===== src/include/lnr_consts.svh =====
`ifndef LNR_CONSTS_SVH
`define LNR_CONSTS_SVH

// system clock rate
`define LNR_CLK_HZ 25000000
// tone reference and converter ratio
`define LNR_TONE_HZ 22000
`define LNR_CONV_RATIO 16
`define LNR_CONV_HZ (`LNR_TONE_HZ * `LNR_CONV_RATIO)
// cycles per half converter period, rounded down
`define LNR_CONV_HALF (`LNR_CLK_HZ / (2 * `LNR_CONV_HZ))
// overcurrent disable time
`define LNR_ODT_MS 48
`define LNR_ODT_CYC (`LNR_ODT_MS * (`LNR_CLK_HZ / 1000))

// serial slave address, fixed upper bits
`define LNR_DEV_ADDR_HI 5'h02
// control register selectors in data bits 7:6
`define LNR_CREG_MAIN 2'h0
`define LNR_CREG_TONE 2'h2
// bits per serial byte
`define LNR_BYTE_BITS 4'h8

// register bus byte offsets
`define LNR_OFF_CTRL0 4'h0
`define LNR_OFF_CTRL1 4'h4
`define LNR_OFF_STAT 4'h8
`define LNR_OFF_DIAG 4'hc

`endif


===== src/include/lnr_pkg.sv =====
package lnr_pkg;

  // main control register, data bits 5:0
  typedef struct packed {
    logic enable;
    logic overcurrent_disable_timer;
    logic [3:0] vsel;
  } lnr_ctrl_main_t;

  // tone control register, data bits 1:0
  typedef struct packed {
    logic tone_gate;
    logic tone_source_select;
  } lnr_tone_cfg_t;

  // tone drive toward the analog modulator
  typedef struct packed {
    logic active;
    logic high;
  } lnr_tone_out_t;

  // serial transfer sequence
  typedef enum logic [2:0] {
    st_idle = 3'h0,
    st_addr = 3'h1,
    st_addr_ack = 3'h2,
    st_wdata = 3'h3,
    st_wack = 3'h4,
    st_rdata = 3'h5,
    st_rack = 3'h6,
    st_wait_stop = 3'h7
  } lnr_ser_state_t;

endpackage


===== src/hw/lnr_tone_gen.sv =====
`include "lnr_consts.svh"

module lnr_tone_gen
  import lnr_pkg::*;
#(
  parameter int CONV_HALF = `LNR_CONV_HALF,
  parameter int CONV_RATIO = `LNR_CONV_RATIO
)
(
  // clock and reset
  input wire logic clk_sys,
  input wire logic rst,
  // configuration and synchronised pin
  input lnr_tone_cfg_t tone_cfg,
  input wire logic ext_tone,
  // outputs
  output logic conv_clk,
  output lnr_tone_out_t tone_out
);

  localparam int HW = $clog2(CONV_HALF + 1);
  localparam int RW = $clog2(CONV_RATIO);

  // the tone is derived by counting converter toggles, so the ratio must be a power of two
  generate
    if (CONV_HALF < 1 || CONV_RATIO < 2 || (1 << RW) != CONV_RATIO)
    begin : g_bad
      $error("lnr_tone_gen: unsupported divider settings");
    end
  endgenerate

  logic [HW-1:0] half_cnt_reg;
  logic [RW-1:0] tog_cnt_reg;
  logic conv_reg;
  logic tone_int_reg;
  lnr_tone_out_t tone_reg;

  // converter clock at ratio times the tone rate
  always_ff @(posedge clk_sys or posedge rst)
  begin
    if (rst)
    begin
      half_cnt_reg <= '0;
      conv_reg <= 1'b0;
    end
    else if (half_cnt_reg == HW'(CONV_HALF - 1))
    begin
      half_cnt_reg <= '0;
      conv_reg <= ~conv_reg; // [RULE1]
    end
    else
    begin
      half_cnt_reg <= half_cnt_reg + 1'b1;
    end
  end

  // internal tone: one toggle per ratio converter toggles
  always_ff @(posedge clk_sys or posedge rst)
  begin
    if (rst)
    begin
      tog_cnt_reg <= '0;
      tone_int_reg <= 1'b0;
    end
    else if (half_cnt_reg == HW'(CONV_HALF - 1))
    begin
      tog_cnt_reg <= tog_cnt_reg + 1'b1;
      if (tog_cnt_reg == RW'(CONV_RATIO - 1))
      begin
        tone_int_reg <= ~tone_int_reg; // [RULE1]
      end
    end
  end

  // four tone options from source select, gate bit and pin
  always_ff @(posedge clk_sys or posedge rst)
  begin
    if (rst)
    begin
      tone_reg <= '0;
    end
    else if (tone_cfg.tone_source_select) // [RULE6]
    begin
      tone_reg.active <= tone_cfg.tone_gate; // [RULE7]
      tone_reg.high <= tone_int_reg;
    end
    else if (tone_cfg.tone_gate)
    begin
      tone_reg.active <= ext_tone; // [RULE7]
      tone_reg.high <= tone_int_reg;
    end
    else
    begin
      // direct mode: a still pin parks the offset at its level
      tone_reg.active <= 1'b1;
      tone_reg.high <= ext_tone; // [RULE8]
    end
  end

  assign conv_clk = conv_reg;
  assign tone_out = tone_reg;

endmodule


===== src/hw/lnr_serial_ctrl.sv =====
// Notes on behaviour
// [RULE1] converter clock runs at sixteen times the internal 22 kHz tone.
// [RULE2] overcurrent held beyond 48 ms disables output and latches the fault flag.
// [RULE3] after shutdown the output stays off until the host enables again.
// [RULE4] host waits at least 2 s between re-enable attempts.
// [RULE5] a surge shorter than 48 ms raises no fault.
// [RULE6] tone source select picks internal oscillator or external pin.
// [RULE7] external pin and gate bit give four tone options.
// [RULE8] direct external mode parks the offset at the pin level.
// [RULE9] start is data falling while clock high; detected.
// [RULE10] address is seven bits, direction bit, then acknowledge.
// [RULE11] address upper five bits 00010, low two from address select.
// [RULE12] address byte travels most significant bit first.
// [RULE13] write byte holds six data bits and two register select bits.
// [RULE14] reads alternate status one and status two.
// [RULE15] each read transfer starts with status one.
// [RULE16] status bytes shift out most significant bit first.
// [RULE17] stop is data rising while clock high; detected.
// [RULE18] data changes only while clock low, outside start and stop.
// [RULE19] start or stop at any time resets the transfer sequence.
// [RULE20] master drives the clock; data line is input or open drain.
// [RULE21] valid address and each written byte get a low acknowledge.
// [RULE22] on reads release for ninth clock; continue only on master acknowledge.
// [RULE23] master sends one data byte per write transfer.
// [RULE24] foreign address: line stays released, rest of transfer ignored.
//
// The register addresses and the Avalon-MM interface to the registers were chosen for this implementation.
`include "lnr_consts.svh"

module lnr_serial_ctrl
  import lnr_pkg::*;
#(
  parameter int ODT_CYCLES = `LNR_ODT_CYC
)
(
  // clock and reset
  input wire logic clk_sys,
  input wire logic rst,
  // register bus
  input wire logic [3:0] avs_address,
  input wire logic avs_read,
  input wire logic avs_write,
  input wire logic [31:0] avs_writedata,
  input wire logic [3:0] avs_byteenable,
  output logic [31:0] avs_readdata,
  output logic avs_waitrequest,
  // two-wire serial pins
  input wire logic scl_in,
  input wire logic sda_in,
  output logic sda_out,
  output logic sda_oe,
  input wire logic [1:0] addr_sel,
  // tone and overcurrent pins
  input wire logic external_tone_input,
  input wire logic overcurrent_in,
  // regulator controls
  output logic lnb_enable,
  output logic [3:0] vsel,
  output logic conv_clk,
  output lnr_tone_out_t tone_out
);

  localparam int OW = $clog2(ODT_CYCLES + 1);

  // a zero disable time would trip on the first overcurrent cycle
  generate
    if (ODT_CYCLES < 1)
    begin : g_bad
      $error("lnr_serial_ctrl: ODT_CYCLES must be at least 1");
    end
  endgenerate

  // pin synchroniser order: addr_sel, overcurrent, tone, sda, scl
  logic [5:0] pin_meta_reg;
  logic [5:0] pin_sync_reg;
  logic scl_s;
  logic sda_s;
  logic ext_s;
  logic oc_s;
  logic [1:0] asel_s;
  logic scl_d_reg;
  logic sda_d_reg;
  logic scl_rise;
  logic scl_fall;
  logic start_det;
  logic stop_det;

  // serial engine state
  lnr_ser_state_t state_reg;
  logic [3:0] bit_cnt_reg;
  logic [7:0] shift_reg;
  logic rw_reg;
  logic next_two_reg;
  logic master_ack_reg;
  logic sda_oe_reg;
  logic wr_commit;
  logic rd_load;
  logic [7:0] rd_byte;

  // control, fault and diagnostic state
  lnr_ctrl_main_t ctrl_main_reg;
  lnr_tone_cfg_t tone_cfg_reg;
  logic fault_reg;
  logic fault_clear;
  logic [OW-1:0] odt_cnt_reg;
  logic odt_run;
  logic odt_trip;
  logic [15:0] diag_reg;
  logic [7:0] status1;
  logic [7:0] status2;

  // bus slave state
  logic ack_reg;
  logic [31:0] rdata_reg;

  // two flops on every pin before any logic looks at it
  always_ff @(posedge clk_sys or posedge rst)
  begin
    if (rst)
    begin
      pin_meta_reg <= 6'h3f;
      pin_sync_reg <= 6'h3f;
    end
    else
    begin
      pin_meta_reg <= {addr_sel, overcurrent_in, external_tone_input, sda_in, scl_in};
      pin_sync_reg <= pin_meta_reg;
    end
  end

  assign scl_s = pin_sync_reg[0];
  assign sda_s = pin_sync_reg[1];
  assign ext_s = pin_sync_reg[2];
  assign oc_s = pin_sync_reg[3];
  assign asel_s = pin_sync_reg[5:4];

  // previous line levels for edge detection
  always_ff @(posedge clk_sys or posedge rst)
  begin
    if (rst)
    begin
      scl_d_reg <= 1'b1;
      sda_d_reg <= 1'b1;
    end
    else
    begin
      scl_d_reg <= scl_s;
      sda_d_reg <= sda_s;
    end
  end

  // data edges count as conditions only with the clock high on both samples
  assign scl_rise = scl_s & ~scl_d_reg;
  assign scl_fall = ~scl_s & scl_d_reg;
  assign start_det = scl_s & scl_d_reg & sda_d_reg & ~sda_s; // [RULE9]
  assign stop_det = scl_s & scl_d_reg & ~sda_d_reg & sda_s; // [RULE17]

  // status bytes: first one has bus bits 7:3 over our own state in bits 2:0, second wholly from the bus
  assign status1 = {diag_reg[7:3], oc_s, ~ctrl_main_reg.enable, fault_reg};
  assign status2 = diag_reg[15:8];
  assign rd_byte = next_two_reg ? status2 : status1; // [RULE14]

  // serial transfer sequence, sampling on clock rise and driving on fall
  always_ff @(posedge clk_sys or posedge rst)
  begin
    if (rst)
    begin
      state_reg <= st_idle;
      bit_cnt_reg <= 4'h0;
      shift_reg <= 8'h00;
      rw_reg <= 1'b0;
      next_two_reg <= 1'b0;
      master_ack_reg <= 1'b0;
      sda_oe_reg <= 1'b0;
    end
    else if (start_det)
    begin
      state_reg <= st_addr; // [RULE19]
      bit_cnt_reg <= 4'h0;
      sda_oe_reg <= 1'b0;
      next_two_reg <= 1'b0; // [RULE15]
    end
    else if (stop_det)
    begin
      state_reg <= st_idle; // [RULE19]
      sda_oe_reg <= 1'b0;
    end
    else
    begin
      case (state_reg)
        st_addr, st_wdata:
        begin
          if (scl_rise)
          begin
            shift_reg <= {shift_reg[6:0], sda_s}; // [RULE12]
            bit_cnt_reg <= bit_cnt_reg + 4'h1;
          end
          else if (scl_fall && bit_cnt_reg == `LNR_BYTE_BITS)
          begin
            bit_cnt_reg <= 4'h0;
            if (state_reg == st_wdata)
            begin
              state_reg <= st_wack;
              sda_oe_reg <= 1'b1; // [RULE21]
            end
            else if (shift_reg[7:1] == {`LNR_DEV_ADDR_HI, asel_s}) // [RULE11]
            begin
              rw_reg <= shift_reg[0]; // [RULE10]
              state_reg <= st_addr_ack;
              sda_oe_reg <= 1'b1; // [RULE21]
            end
            else
            begin
              state_reg <= st_wait_stop; // [RULE24]
            end
          end
        end
        st_addr_ack:
        begin
          if (scl_fall)
          begin
            if (rw_reg)
            begin
              // first status bit goes out as the ack clock falls
              state_reg <= st_rdata;
              shift_reg <= {rd_byte[6:0], 1'b0};
              sda_oe_reg <= ~rd_byte[7]; // [RULE16]
              next_two_reg <= ~next_two_reg;
            end
            else
            begin
              state_reg <= st_wdata;
              sda_oe_reg <= 1'b0; // [RULE20]
            end
          end
        end
        st_wack:
        begin
          // a second data byte would need a new address phase
          if (scl_fall)
          begin
            state_reg <= st_wait_stop; // [RULE23]
            sda_oe_reg <= 1'b0;
          end
        end
        st_rdata:
        begin
          if (scl_rise)
          begin
            bit_cnt_reg <= bit_cnt_reg + 4'h1;
          end
          else if (scl_fall)
          begin
            if (bit_cnt_reg == `LNR_BYTE_BITS)
            begin
              bit_cnt_reg <= 4'h0;
              state_reg <= st_rack;
              sda_oe_reg <= 1'b0; // [RULE22]
            end
            else
            begin
              sda_oe_reg <= ~shift_reg[7]; // [RULE16]
              shift_reg <= {shift_reg[6:0], 1'b0};
            end
          end
        end
        st_rack:
        begin
          if (scl_rise)
          begin
            master_ack_reg <= ~sda_s;
          end
          else if (scl_fall)
          begin
            if (master_ack_reg)
            begin
              state_reg <= st_rdata; // [RULE22]
              shift_reg <= {rd_byte[6:0], 1'b0};
              sda_oe_reg <= ~rd_byte[7];
              next_two_reg <= ~next_two_reg; // [RULE14]
            end
            else
            begin
              state_reg <= st_wait_stop; // [RULE22]
            end
          end
        end
        default:
        begin
          // idle and waiting for stop keep the line released
          sda_oe_reg <= 1'b0;
        end
      endcase
    end
  end

  // a byte load happens when the ack clock falls into a data byte
  assign rd_load = scl_fall & ~start_det & ~stop_det
                   & ((state_reg == st_addr_ack & rw_reg) | (state_reg == st_rack & master_ack_reg));
  // status one read out releases its latched fault
  assign fault_clear = rd_load & ~next_two_reg;
  // a write byte takes effect when its eighth bit is complete
  assign wr_commit = scl_fall & ~start_det & ~stop_det & state_reg == st_wdata
                     & bit_cnt_reg == `LNR_BYTE_BITS;

  // control registers written through the serial port
  always_ff @(posedge clk_sys or posedge rst)
  begin
    if (rst)
    begin
      ctrl_main_reg <= '0;
      tone_cfg_reg <= '0;
    end
    else
    begin
      if (wr_commit && shift_reg[7:6] == `LNR_CREG_MAIN)
      begin
        ctrl_main_reg <= lnr_ctrl_main_t'(shift_reg[5:0]); // [RULE13]
      end
      if (wr_commit && shift_reg[7:6] == `LNR_CREG_TONE)
      begin
        tone_cfg_reg <= lnr_tone_cfg_t'(shift_reg[1:0]); // [RULE13]
      end
      // the trip wins over a write in the same cycle; only a later write restarts
      if (odt_trip)
      begin
        ctrl_main_reg.enable <= 1'b0; // [RULE3]
      end
    end
  end

  // overcurrent must be continuous; any gap restarts the count
  assign odt_run = oc_s & ctrl_main_reg.enable;
  assign odt_trip = odt_run & (odt_cnt_reg == OW'(ODT_CYCLES)); // [RULE2]

  always_ff @(posedge clk_sys or posedge rst)
  begin
    if (rst)
    begin
      odt_cnt_reg <= '0;
    end
    else if (!odt_run)
    begin
      odt_cnt_reg <= '0; // [RULE5]
    end
    else if (odt_cnt_reg != OW'(ODT_CYCLES))
    begin
      odt_cnt_reg <= odt_cnt_reg + 1'b1; // [RULE5]
    end
  end

  // latched fault flag, the trip wins over a clear
  always_ff @(posedge clk_sys or posedge rst)
  begin
    if (rst)
    begin
      fault_reg <= 1'b0;
    end
    else if (odt_trip)
    begin
      fault_reg <= 1'b1; // [RULE2]
    end
    else if (fault_clear)
    begin
      fault_reg <= 1'b0;
    end
  end

  // bus answer: one wait cycle, request taken on the second edge
  assign avs_waitrequest = (avs_read | avs_write) & ~ack_reg;

  always_ff @(posedge clk_sys or posedge rst)
  begin
    if (rst)
    begin
      ack_reg <= 1'b0;
    end
    else
    begin
      ack_reg <= (avs_read | avs_write) & ~ack_reg;
    end
  end

  // read data captured in the wait cycle, stands while waitrequest is low
  always_ff @(posedge clk_sys or posedge rst)
  begin
    if (rst)
    begin
      rdata_reg <= 32'h0;
    end
    else if (avs_read && !ack_reg)
    begin
      if (avs_address == `LNR_OFF_CTRL0)
      begin
        rdata_reg <= {26'h0, ctrl_main_reg};
      end
      else if (avs_address == `LNR_OFF_CTRL1)
      begin
        rdata_reg <= {30'h0, tone_cfg_reg};
      end
      else if (avs_address == `LNR_OFF_STAT)
      begin
        rdata_reg <= {16'h0, status2, status1};
      end
      else if (avs_address == `LNR_OFF_DIAG)
      begin
        rdata_reg <= {16'h0, diag_reg};
      end
      else
      begin
        rdata_reg <= 32'h0;
      end
    end
  end

  assign avs_readdata = rdata_reg;

  // diagnostic bits supplied by system software, per byte lane
  always_ff @(posedge clk_sys or posedge rst)
  begin
    if (rst)
    begin
      diag_reg <= 16'h0;
    end
    else if (avs_write && ack_reg && avs_address == `LNR_OFF_DIAG)
    begin
      if (avs_byteenable[0])
      begin
        diag_reg[7:0] <= avs_writedata[7:0];
      end
      if (avs_byteenable[1])
      begin
        diag_reg[15:8] <= avs_writedata[15:8];
      end
    end
  end

  // tone and converter clock
  lnr_tone_gen lnr_tone_gen_i
  (
    .clk_sys(clk_sys),
    .rst(rst),
    .tone_cfg(tone_cfg_reg),
    .ext_tone(ext_s),
    .conv_clk(conv_clk),
    .tone_out(tone_out)
  );

  // open drain: only ever pull low
  assign sda_out = 1'b0; // [RULE20]
  assign sda_oe = sda_oe_reg; // [RULE18]
  assign lnb_enable = ctrl_main_reg.enable; // [RULE3]
  assign vsel = ctrl_main_reg.vsel;

endmodule


===== config.mk =====
export PLATFORM = sky130hd
export DESIGN_NAME = lnr_serial_ctrl
export DESIGN_NICKNAME = d
export VERILOG_FILES = /design/src/include/lnr_pkg.sv /design/src/hw/lnr_tone_gen.sv /design/src/hw/lnr_serial_ctrl.sv
export VERILOG_INCLUDE_DIRS = /design/src /design/src/include
export SDC_FILE = /design/constraint.sdc
export NUM_CORES = 1
export LEC_CHECK = 0
export ABC_AREA = 0
export CAP_MARGIN = 20
export CORE_MARGIN = 5
export CORE_UTILIZATION = 40
export CTS_CLUSTER_DIAMETER = 200
export DETAILED_ROUTE_END_ITERATION = 6
export DONT_BUFFER_PORTS = 1
export SYNTH_ARGS = -nofsm -noshare
export SYNTH_HDL_FRONTEND = slang
export SYNTH_SLANG_ARGS = --single-unit

===== constraint.sdc =====
create_clock -name clk_sys -period 3.3 [get_ports clk_sys]
set_input_delay 0.165 -clock clk_sys [delete_from_list [all_inputs] [get_ports clk_sys]]
set_output_delay 0.165 -clock clk_sys [all_outputs]
set_load 0.01 [all_outputs]

=== Word-level counts from Yosys, hierarchy flattened ===
Cells that the tools add are included.

* Add/subtract/negate cells: 4
* $mul: 0
* Bitwise logic cells: 35
* Div/mod/pow operators: 0
* Order comparisons: 0
* Reduce and logical (&&, ||, !) cells: 26
* Shift operators: 0
* Eq/ne operators: 46
* Mux-type cells: 72

{| class="wikitable"
|+ Operators with widths
! kind !! count
|-
| 8-bit two-way mux || 10
|-
| 16-bit two-way mux || 4
|-
| 4-bit != test, second input constant || 13
|-
| 21-bit two-way mux || 2
|-
| 3-bit two-way mux || 14
|-
| 8-bit case mux with 4 select lines || 1
|-
| 4-bit two-way mux || 7
|-
| 1-bit two-way mux || 25
|-
| 21-bit by 1-bit adder with 21-bit output, second input constant || 1
|-
| 21-bit == test, second input constant || 1
|-
| 21-bit != test, second input constant || 1
|-
| 2-bit != test, second input constant || 10
|-
| 10-bit AND reduction || 2
|-
| 1-bit AND || 18
|-
| 4-bit == test, second input constant || 4
|-
| 3-bit != test, second input constant || 5
|-
| 1-bit NOT || 15
|-
| 3-bit case mux with 5 select lines || 1
|-
| 7-bit AND reduction || 2
|-
| 6-bit two-way mux || 2
|-
| 12-bit AND reduction || 1
|-
| 3-bit == test, second input constant || 3
|-
| 4-bit by 1-bit adder with 4-bit output, second input constant || 2
|-
| 4-bit case mux with 2 select lines || 1
|-
| 25 further kinds || 38
|}

* Memory bits (read-only): 0
* Bits of input ports: 50
* Register bits: 126
* Word-level logic and storage cells: 211
* Memories: 0
* Memory bits (writable): 0
* Output and inout port bits: 43
* Bits in latches: 0

=== Longest topological paths before layout ===
Gate-level depths: netlist of run 1.

* Depth after elaboration: 11
* Mapped depth: 8

=== By module ===
A second synthesis of run 1 with hierarchy kept.

* Cell total of the unflattened synthesis: 500
* Area, all modules: 5422.7 um^2

{| class="wikitable"
|+ By module, submodules not included
! module !! area an instance (um^2) !! instances !! cells each
|-
| lnr_serial_ctrl || 4782.1 || 1 || 449
|-
| lnr_tone_gen || 640.6 || 1 || 51
|}

=== Least setup slack after synthesis of run 1 ===
Ideal clock, no wire load.

* Path type: register to register
* From: register pin_sync_reg[0]
* To: register bit_cnt_reg[3]
* Data required time: 3218 ps
* Clock period less this slack: 1890 ps
* Data arrival time: 1808 ps
* Path slack: 1410 ps
* Library setup time: 82 ps
* Cell stages (with the launch flop): 8
* Cells stage by stage: dfstp_2 > inv_1 > ha_1 > o21ai_0 > nand3_1 > a31o_2 > or3_1 > a31oi_1

* Longest elaborated chain between the ends: 5

{| class="wikitable"
|+ RTL lines
! element !! line !! RTL
|-
| start: declaration || lnr_serial_ctrl.sv:75 || <nowiki>logic [5:0] pin_sync_reg;</nowiki>
|-
| start signal: assignment || lnr_serial_ctrl.sv:127 || <nowiki>pin_sync_reg <= pin_meta_reg;</nowiki>
|-
| 1-bit AND, or another cell as far along || lnr_serial_ctrl.sv:155, lnr_serial_ctrl.sv:156 ||
|-
| 1-bit AND, or another cell as far along (2 in a row) || lnr_serial_ctrl.sv:155 || <nowiki>assign start_det = scl_s & scl_d_reg & sda_d_reg & ~sda_s;</nowiki>
|-
| 4-bit != test (no line), or another cell as far along || -- ||
|-
| 5-bit AND reduction (no line) or 4-bit two-way mux (tied branches) || -- ||
|-
| end signal: assignment || lnr_serial_ctrl.sv:196 || <nowiki>bit_cnt_reg <= bit_cnt_reg + 4'h1;</nowiki>
|-
| end signal: assignment || lnr_serial_ctrl.sv:250 || <nowiki>bit_cnt_reg <= bit_cnt_reg + 4'h1;</nowiki>
|-
| end: declaration || lnr_serial_ctrl.sv:90 || <nowiki>logic [3:0] bit_cnt_reg;</nowiki>
|}

Several ways; a longest one is shown, not always the timed one. The select of a mux whose other input is x is not followed.
A chain may end at the register's enable or synchronous reset.

=== Worst setup path after layout of run 1 ===
* From: register scl_d_reg
* To: register shift_reg[4]

* Longest elaborated chain between the ends: 5

{| class="wikitable"
|+ RTL lines
! element !! line !! RTL
|-
| start: declaration || lnr_serial_ctrl.sv:81 || <nowiki>logic scl_d_reg;</nowiki>
|-
| start signal: assignment || lnr_serial_ctrl.sv:147 || <nowiki>scl_d_reg <= scl_s;</nowiki>
|-
| 1-bit AND || lnr_serial_ctrl.sv:155, lnr_serial_ctrl.sv:156 ||
|-
| 1-bit AND (on tied branches) (2 in a row) || lnr_serial_ctrl.sv:155, lnr_serial_ctrl.sv:156 ||
|-
| 1-bit NOT (no line) || -- ||
|-
| 12-bit AND reduction (no line) (*) || -- ||
|-
| end signal: assignment || lnr_serial_ctrl.sv:195 || <nowiki>shift_reg <= {shift_reg[6:0], sda_s};</nowiki>
|-
| end signal: assignment || lnr_serial_ctrl.sv:226 || <nowiki>shift_reg <= {rd_byte[6:0], 1'b0};</nowiki>
|-
| end signal: assignment || lnr_serial_ctrl.sv:263 || <nowiki>shift_reg <= {shift_reg[6:0], 1'b0};</nowiki>
|-
| end: declaration || lnr_serial_ctrl.sv:91 || <nowiki>logic [7:0] shift_reg;</nowiki>
|}

Mark *: on every way between the ends. The rest lies on a longest branch, timed or not.

==> results.tsv, run 1 <==
metric	value	unit
antenna_found_initial	0	
fin_crit_sh	70.3	%
yosys.cell_types.count	60	
final.setup.worst_slack	0.980	ns
register_clock_pin_slew_on_the_reported_worst_setup_and_hold_paths	0.07	ns
synth-edff-count	0	
synthesis.area	5410	µm²
post-place-cells	673	
max_reg_flops	21	
detailed_place_hpwl	7.86	mm
arrival	2.56	ns
placementRows	42	
final_antenna_net_count	0	
cts_root_buf	clkbuf_16	
ys.warnings.count	0	
seq_total_area_yosys	51.2	%
total_power	2.98	mW
max_cap_viol_count	0	
power.ir.vdd_worst	256	µV
post_dp_cell_area	5470	µm²
p_sw	766	µW
post_cts_resized	0	
whs	0.0304	ns
h-tree-depth	3	
hold_path_class	input port to flip-flop	
antenna-diode-count	0	
synth_area_per_cell	10.4	µm²
fin_util	45.3	%
vias	3672	
power_report.internal_total	2.21	mW
design.die.area	16000	µm²
clock_sink_count	110	
number_of_global_route_vias_before_repair	3663	
cts-buffers-inserted	9	
clock-skew-final	0.00768	ns
violation_count_after_the_first_detailed_route_iteration	170	
async_reset_ff_share	100	%
ioPinCount	93	
cp_max_fo	12	
grt_setup_unrepaired	no	
finish.net_count	591	
max_freq	0.431	GHz
globalRouteOverflowTotal	0	
clk_latency	0.35	ns
clock_power_share	36.8	%
groute.usage.overall	14.1	%
slew_viol_final	0	
cts_buffer_depth	2	
detail_route.drc_violations	0	
area_growth_syn_to_layout	10.9	%
setup_viol	0	
crit_path_end_kind	flip-flop	
postSynthCellCount	519	
power.sequential.fraction	52.9	%
final_cells	712	
timing.critical_path.required	3.54	ns
cellPowerDensity	496	nW/µm²
die_h	126	µm
avgViaCountPerCell	5.16	
share_comb_of_total_power	10.3	%
final_layout_size_suffix_gt1_share	10.1	%
timing.setup.tns	0	ns
wire_length_after_detailed_routing	11.0	mm
synth.ff_latch_count	110	
sw_frac_of_total	25.7	%
grt_pass1_wl	18.3	mm
design.core.area	13200	µm²
final_area	6000	µm²
pre_cts_ws	0.996	ns
tritoncts	yes	
die-width	126	µm
cp-start-kind	flip-flop	
synth_flop_type	dfrtp_1	
io_buffer_count	0	
final-hold-violation-count	0	
period_minus_slack	2.32	ns
place_congestion	0.853	
drtPass1Iterations	4	
slew-limit-headroom	33.6	%
total_leakage_power	2.53	nW
drt-wirelength-per-cell	15.4	µm
effective_utilization_at_floorplan	40.9	%
worst_setup_path_class	flip-flop to flip-flop	
tightest_slew	0.993	ns
pin_count_of_the_biggest_net_entering_global_routing	74	
outcome	finished clean	
layer usage:
layer	vias to the layer above	wire [µm]	GRT usage (%)	part of all wire (%)
met2	74	5230	22.7	48
met1	1813	4970	18.4	45
li1	1770	-	-	-
met4	0	177	4.73	1.6
met5	-	0	0	0
met3	15	586	4.08	5.3
layout by cell type (no fill, tap or decap), types with 14 or more instances in the layout:
| cell type | netlist | layout |
|---|---|---|
| conb_1 | 1 | 17 |
| dfrtp_1 | 96 | 96 |
| dfstp_2 | 14 | 14 |
| dlygate4sd3_1 | 0 | 23 |
| inv_1 | 15 | 14 |
| mux2_1 | 25 | 25 |
| nand2_1 | 60 | 60 |
| nand3_1 | 17 | 17 |
| nor2_1 | 49 | 49 |
| o21ai_0 | 28 | 28 |
| xnor2_1 | 20 | 20 |
kinds of logic after synthesis:
group | share of synthesized area (%)
AND/OR/NAND/NOR | 18.8
multiplexers | 9.29
adder cells (fa/ha/maj) | 2.50
other | 0.0693
flip-flops | 51.2
buffers and inverters | 5.48
XOR/XNOR | 4.85
AO/OA/AOI/OAI | 7.84
power groups by stage:
stage / sequential [mW] / clock (mW) / combinational (mW)
5_1_grt: 1.59 / 1.19 / 0.350
3_3_place_gp: 1.60 / 0 / 0.275
6_report: 1.57 / 1.10 / 0.305
2_1_floorplan: 1.56 / 0 / 0.257
3_5_place_dp: 1.60 / 0 / 0.285
4_1_cts: 1.58 / 1.13 / 0.310
worst paths after layout:
path / start / cells past startpoint / slack (ns) / end
worst min register to register: pin_meta_reg[0]$_DFF_PP1_ / 0 / 0.36 / pin_sync_reg[0]$_DFF_PP1_
worst max register to register: scl_d_reg$_DFF_PP1_ / 7 / 0.98 / shift_reg[4]$_DFFE_PP0P_
worst min-delay path: avs_read / 2 / 0.03 / ack_reg$_DFF_PP0_
max in group asynchronous: rst / 3 / 1.99 / avs_readdata[11]$_DFFE_PP0P_
worst max-delay path: scl_d_reg$_DFF_PP1_ / 7 / 0.98 / shift_reg[4]$_DFFE_PP0P_
min in group asynchronous: rst / 2 / 0.48 / master_ack_reg$_DFFE_PP0P_
cells in the mapped netlist, types with 2 or more instances:
master,instances,area (µm²)
nor2b_1,10,62.6
a221oi_1,4,35.0
nand3b_1,3,22.5
nand2_1,60,225
dfstp_2,14,368
o211ai_1,4,30.0
nand3_1,17,85.1
clkbuf_1,14,52.6
xor2_1,10,87.6
inv_1,15,56.3
nand2b_1,5,31.3
nor3b_1,3,22.5
and3_1,3,18.8
buf_4,21,158
nor4_1,3,18.8
o21ai_1,8,40.0
mux2_2,9,101
mux2i_1,12,120
nor3_1,10,50.1
and2_1,3,18.8
nand4_1,6,37.5
and4_1,2,17.5
dfrtp_1,96,2400
buf_2,3,15.0
ha_1,10,125
mux2_1,25,282
nor3_2,2,20.0
nand3_2,2,20.0
or3_1,5,31.3
a21oi_1,13,65.1
o21ai_0,28,140
nor4_4,3,63.8
a211oi_1,2,15.0
nor2_1,49,184
xnor2_1,20,175
layout make-up:
type / count / area (µm²)
fill: 1248 / 7240
sequential: 110 / 2770
multi-input combinational: 370 / 2410
timing repair buffer: 25 / 245
clock buffer: 10 / 239
tap: 176 / 220
clock inverter: 6 / 61.3
inverter: 15 / 58.8
critical path: stages (launching register included):
cell	delay, ns
dfstp_2	0.55
inv_1	0.04
ha_1	0.33
nor2b_1	0.35
a21oi_1	0.13
o21ai_1	0.19
nand3_2	0.24
mux2_1	0.38
what timing repair did:
| action | in CTS | in global routing |
|---|---|---|
| setup buffers | 0 | 0 |
| hold buffers | 23 | 0 |
| hold endpoints to repair | 79 | 0 |
No activity file was read; power rests on OpenSTA's default activity.
==> inputs of run 2 (changes only) <==
- clock period: 3.3 -> 2 ns (I/O delays scaled with it)
==> run 2 against run 1 <==
Against the previous run: worst setup slack got worse by 0.91 ns; combinational power rose by 86%; clock skew is essentially flat; global-route usage is 0.56 points higher; register-to-register slack got worse by 0.91 ns; power is 61% higher; die area is the same; design area is 3.7% higher; count of clock-buffer cells in the layout grew 1; maximum frequency grew 20%; first-iteration DRC count is 30% lower; critical path depth rose by 1; largest cell class unchanged; largest power group unchanged; highest routed layer unchanged.
==> results.tsv, run 2 (synthesis results as in run 1) <==
metric	value	unit	change
groute.usage.overall	14.7	%	+0.56 points
crit_start	scl_d_reg$_DFF_PP1_		
filler_cell_count	1227		-1.7%
final-hold-violation-count	0		unchanged
fin_crit_sh	96.5	%	+26 points
mostFrequentLayoutCell	dfrtp_1		
violation_count_after_the_first_detailed_route_iteration	119		-30%
cts_root_buf	clkbuf_16		
cellPowerDensity	768	nW/µm²	+55%
h-tree-depth	3		unchanged
register_clock_pin_slew_on_the_reported_worst_setup_and_hold_paths	0.07	ns	about the same
grt_setup_unrepaired	yes		
critical_path.cell_chain	inv_1, ha_1, buf_4, nor2b_1, nand2_1, a21oi_2, a21oi_1, a311oi_1		
cts_buffer_depth	2		unchanged
effective_utilization_at_floorplan	40.9	%	unchanged
outcome	finished clean		
antenna_found_initial	0		unchanged
timing.critical_path.slowest_cell_delay	0.55	ns	about the same
final_cell_mix	dfrtp_1, nand2_1, nor2_1, dlygate4sd3_1, o21ai_0		
number_of_global_route_vias_before_repair	3810		+4.0%
max_freq	0.518	GHz	+20%
io_buffer_count	0		unchanged
max_reg_flops	21		unchanged
die_h	126	µm	unchanged
wire_length_after_detailed_routing	11.3	mm	+3.2%
die-width	126	µm	unchanged
worst_setup_path_class	flip-flop to flip-flop		
design.core.area	13200	µm²	unchanged
period_minus_slack	1.93	ns	-0.390 ns
ioPinCount	93		unchanged
clock-skew-final	0.00765	ns	-0.0000376 ns
post_dp_cell_area	5610	µm²	+2.6%
total_leakage_power	2.63	nW	+4.0%
vias	3755		+2.3%
final_layout_size_suffix_gt1_share	13.7	%	+3.7 points
pin_count_of_the_biggest_net_entering_global_routing	111		+50%
detailed_place_hpwl	7.79	mm	-0.84%
drt-wirelength-per-cell	15.4	µm	-0.30%
cts-buffers-inserted	9		unchanged
arrival	2.19	ns	-0.37 ns
antenna-diode-count	0		unchanged
power.ir.vdd_worst	584	µV	+130%
grt_pass1_wl	19.1	mm	+4.2%
timing.rr.start	scl_d_reg$_DFF_PP1_		
finish.net_count	617		+4.4%
drtPass1Iterations	5		+1
max_cap_viol_count	0		unchanged
clock_sink_count	110		unchanged
detail_route.drc_violations	0		unchanged
cp-start-kind	flip-flop		
avgViaCountPerCell	5.09		-1.2%
worst_path_max_delay_cell	dfstp_2		
crit_path_end_kind	flip-flop		
whs	0.0515	ns	+0.0211 ns
slew_viol_final	0		unchanged
globalRouteOverflowTotal	0		unchanged
final_area	6220	µm²	+3.7%
cp_max_fo	11		-1
design.die.area	16000	µm²	unchanged
clk_latency	0.35	ns	about the same
fin_util	47.0	%	+1.7 points
timing.critical_path.required	2.26	ns	-1.28 ns
tightest_slew	0.850	ns	-0.144 ns
origin_of_the_worst_min_delay_path	avs_address[3]		
hold_path_class	input port to flip-flop		
final_antenna_net_count	0		unchanged
tritoncts	yes		
slew-limit-headroom	42.8	%	+9.2 points
place_congestion	0.877		+2.9%
placementRows	42		unchanged
area_growth_syn_to_layout	14.9	%	
setup_viol	0		unchanged
run 2: per-layer routing:
metal	global-route usage [%]	vias to the layer above	routed length, µm
li1	-	1821	-
met1	19.3	1820	5170
met2	23.4	98	5340
met3	4.58	16	642
met4	4.54	0	157
met5	0	-	0
run 2: repair_timing:
item	4_1_cts	5_1_grt
pin swaps	1	5
gates resized for setup	4	6
hold endpoints to repair	121	0
hold buffers	29	0
endpoints found under the setup margin	8	16
setup buffers	1	2
run 2: final cells by class:
cell class | instances | area, µm² | area share (%)
inverter | 15 | 60.1 | 0.965
timing repair buffer | 51 | 468 | 7.52
tap | 176 | 220 | 3.54
sequential | 110 | 2770 | 44.5
multi-input combinational | 370 | 2440 | 39.3
clock buffer | 11 | 233 | 3.74
clock inverter | 4 | 25.0 | 0.402
run 2: path summary, 6_finish.rpt:
kind	end	depth (start not counted)	slack [ns]
worst max-delay path	state_reg[2]$_DFFE_PP0P_	8	0.07
worst min-delay path	avs_readdata[15]$_DFFE_PP0P_	2	0.05
worst max register to register	state_reg[2]$_DFFE_PP0P_	8	0.07
worst min register to register	pin_sync_reg[2]$_DFF_PP1_	0	0.36
max in group asynchronous	pin_meta_reg[3]$_DFF_PP1_	3	1.17
min in group asynchronous	diag_reg[1]$_DFFE_PP0P_	3	0.42
run 2: through the flow:
| stage | setup WS [ns] | total power, mW | std cells | TNS (ns) |
|---|---|---|---|---|
| 2_1_floorplan | 0.110 | 3.00 | 535 | 0 |
| 3_3_place_gp | 0.0187 | 3.12 | 690 | 0 |
| 3_5_place_dp | -0.0106 | 3.14 | 690 | -0.0205 |
| 4_1_cts | 0.00585 | 4.85 | 735 | 0 |
| 5_1_grt | -0.0453 | 5.04 | 737 | -0.0892 |
| 6_report | 0.0699 | 4.78 | 737 | 0 |
run 2: worst max-delay path: cells and delay by family, from the launching register on:
kind | cells | cell delay (ns)
AO/OA/AOI/OAI | 3 | 0.55
adder cells (fa/ha/maj) | 1 | 0.19
buffers and inverters | 2 | 0.22
flip-flops | 1 | 0.55
AND/OR/NAND/NOR | 2 | 0.31
run 2: report_power, final:
| part | total (mW) | switching, mW | internal (mW) |
|---|---|---|---|
| Combinational | 0.568 | 0.291 | 0.277 |
| Sequential | 2.59 | 0.187 | 2.41 |
| Clock | 1.62 | 0.782 | 0.835 |
| Total | 4.78 | 1.26 | 3.52 |
==> inputs of run 3 (changes only) <==
- SETUP_SLACK_MARGIN: default -> 0.4
==> run 3 against run 2 <==
Against the previous run: register-to-register slack improved by 0.05 ns; count of clock-buffer cells in the layout fell by 1; maximum frequency is 2.5% higher; clock skew rose by 0.0062 ns; non-clock buffer count is 28 higher; critical path depth down 2; first-iteration DRC count rose by 92%; design area grew 9.7%; hold slack got worse by 0.0071 ns; core utilization is 4.5 points higher; via count up 5.1%; die area stayed put; critical path type unchanged; largest power group unchanged; highest routed layer unchanged.
==> results.tsv, run 3 (synthesis results as in run 1) <==
metric	value	unit	change
total_power	5.17	mW	+8.2%
fin_util	51.5	%	+4.5 points
placementRows	42		unchanged
final_layout_size_suffix_gt1_share	28.5	%	+15 points
detailed_place_hpwl	8.09	mm	+3.8%
filler_cell_count	1175		-4.2%
share_comb_of_total_power	13.9	%	+2.0 points
timing.setup.tns	0	ns	unchanged
total_leakage_power	2.98	nW	+13%
effective_utilization_at_floorplan	40.9	%	unchanged
hold_path_class	input port to flip-flop		
final_antenna_net_count	0		unchanged
cts_buffer_depth	2		unchanged
register_clock_pin_slew_on_the_reported_worst_setup_and_hold_paths	0.08	ns	about the same
fin_crit_sh	94.2	%	-2.4 points
timing.critical_path.required	2.24	ns	-0.02 ns
sw_frac_of_total	26.8	%	+0.39 points
max_reg_flops	21		unchanged
design.core.area	13200	µm²	unchanged
clock_sink_count	110		unchanged
power_report.internal_total	3.79	mW	+7.6%
tightest_slew	0.783	ns	-0.0667 ns
worstRegToRegCells	6		-2
setup_viol	0		unchanged
cellPowerDensity	758	nW/µm²	-1.3%
p_sw	1.38	mW	+9.8%
violation_count_after_the_first_detailed_route_iteration	229		+92%
arrival	2.13	ns	-0.06 ns
reg2reg_to	shift_reg[4]$_DFFE_PP0P_		
area.sequential	2780	µm²	+0.18%
globalRouteOverflowTotal	0		unchanged
crit_path_end_kind	flip-flop		
timing.rr.start	scl_d_reg$_DFF_PP1_		
outcome	finished clean		
critical_path.top_delay_family	flip-flops		
detail_route.drc_violations	0		unchanged
cts-buffers-inserted	9		unchanged
slew_viol_final	0		unchanged
power.ir.vdd_worst	420	µV	-28%
place_congestion	0.849		-3.2%
drtPass1Iterations	5		unchanged
clk_latency	0.36	ns	about the same
cp_max_fo	8		-3
crit_start	scl_d_reg$_DFF_PP1_		
worst_path_max_delay_cell	dfstp_2		
antenna-diode-count	0		unchanged
final_cell_mix	dfrtp_1, nand2_1, nor2_1, buf_4, dlygate4sd3_1		
period_minus_slack	1.88	ns	-0.0470 ns
number_of_global_route_vias_before_repair	3856		+1.2%
max_cap_viol_count	0		unchanged
die_h	126	µm	unchanged
design.die.area	16000	µm²	unchanged
clock-skew-final	0.0138	ns	+0.00615 ns
drt-wirelength-per-cell	15.8	µm	+2.8%
groute.usage.overall	14.9	%	+0.21 points
worst_setup_path_class	flip-flop to flip-flop		
grt_pass1_wl	19.4	mm	+1.9%
grt_setup_unrepaired	yes		
pin_count_of_the_biggest_net_entering_global_routing	45		-59%
multi_input_comb_area	2750	µm²	+12%
antenna_found_initial	0		unchanged
finish.net_count	645		+4.5%
die-width	126	µm	unchanged
h-tree-depth	3		unchanged
final.setup.worst_slack	0.117	ns	+0.0470 ns
mostFrequentLayoutCell	dfrtp_1		
final_cells	766		+3.9%
max_freq	0.531	GHz	+2.5%
cts_root_buf	clkbuf_16		
tritoncts	yes		
final-hold-violation-count	0		unchanged
slew-limit-headroom	47.3	%	+4.5 points
setup.reg_to_reg.worst_slack	0.12	ns	+0.05 ns
cp-start-kind	flip-flop		
io_buffer_count	0		unchanged
number_of_gates_on_the_worst_path_with_buffers_counted	6		-2
area_growth_syn_to_layout	26.0	%	
critical_path.cell_chain	ha_4, nor2b_4, nor2_2, o21ai_2, nand3_4, mux2_4		
min_path_cells	3		+1
critical_path.n_buffers_inverters	0		-2
ioPinCount	93		unchanged
avgViaCountPerCell	5.15		+1.2%
wire_length_after_detailed_routing	12.1	mm	+6.8%
vias	3948		+5.1%
power.sequential.fraction	50.3	%	-4.0 points
timing.critical_path.to	shift_reg[4]$_DFFE_PP0P_		
timing.critical_path.slowest_cell_delay	0.58	ns	+0.03 ns
post-place-cells	689		-0.14%
clock_power_share	35.8	%	+2.0 points
pre_cts_ws	0.0599	ns	+0.0705 ns
[run 3: cell types whose count changed in the layout (fill, tap and decap cells not counted), moves of 5 or more]
cell / change
mux2_4: +13
nor3_1: -5
mux2_1: -13
buf_6: +8
buf_4: +21
o21ai_2: +5
[run 3: power by group through the flow]
stage / logic, mW / registers [mW] / clock network [mW]
2_1_floorplan: 0.466 / 2.57 / 0
3_3_place_gp: 0.526 / 2.63 / 0
3_5_place_dp: 0.543 / 2.64 / 0
4_1_cts: 0.662 / 2.60 / 1.91
5_1_grt: 0.804 / 2.63 / 2.02
6_report: 0.720 / 2.60 / 1.85
[run 3: area by class of cell]
class	count	area share, %
Clock buffer	10	3.36
Clock inverter	6	1.08
Inverter	15	0.917
Multi-Input combinational cell	370	40.2
Sequential cell	110	40.7
Tap cell	176	3.23
Timing Repair Buffer	79	10.5
[run 3: per-stage QoR]
stage,hold WS [ns],area (µm²)
after floorplan,0.104,5570
after global placement,0.0609,5690
after detailed placement,0.0701,5690
after CTS,0.0298,6570
after global routing,0.0433,6820
final,0.0444,6820
[run 3: tightest hold or removal path, delay by kind of cell]
kind               cells  cell delay [ns]
AOI/OAI and AO/OA      2             0.17
and+or+nand+nor        1             0.08
[run 3: what timing repair did]
item	CTS	global route
buffers inserted	20	14
resized for setup	38	38
hold endpoints to repair	47	0
setup endpoints to repair	37	42
pin swaps	23	21
cloned	0	0
hold buffers	27	0
[run 3: routing by layer]
metal | track usage [%] | part of all wire [%] | vias to the layer above
met4 | 4.10 | 1.4 | 0
met3 | 4.62 | 5.5 | 16
met5 | 0 | 0 | -
met1 | 19.4 | 44 | 1941
li1 | - | - | 1879
met2 | 24.2 | 50 | 112
[run 3: worst min-delay path by stage]
stage / startpoint / end / slack (ns)
final: avs_address[2] / avs_readdata[0]$_DFFE_PP0P_ / 0.04
after global routing: avs_address[2] / avs_readdata[0]$_DFFE_PP0P_ / 0.04
after CTS: avs_address[0] / avs_readdata[1]$_DFFE_PP0P_ / 0.03
after detailed placement: rst / diag_reg[1]$_DFFE_PP0P_ / 0.07
after global placement: rst / diag_reg[1]$_DFFE_PP0P_ / 0.06
after floorplan: scl_in / pin_meta_reg[0]$_DFF_PP1_ / 0.10
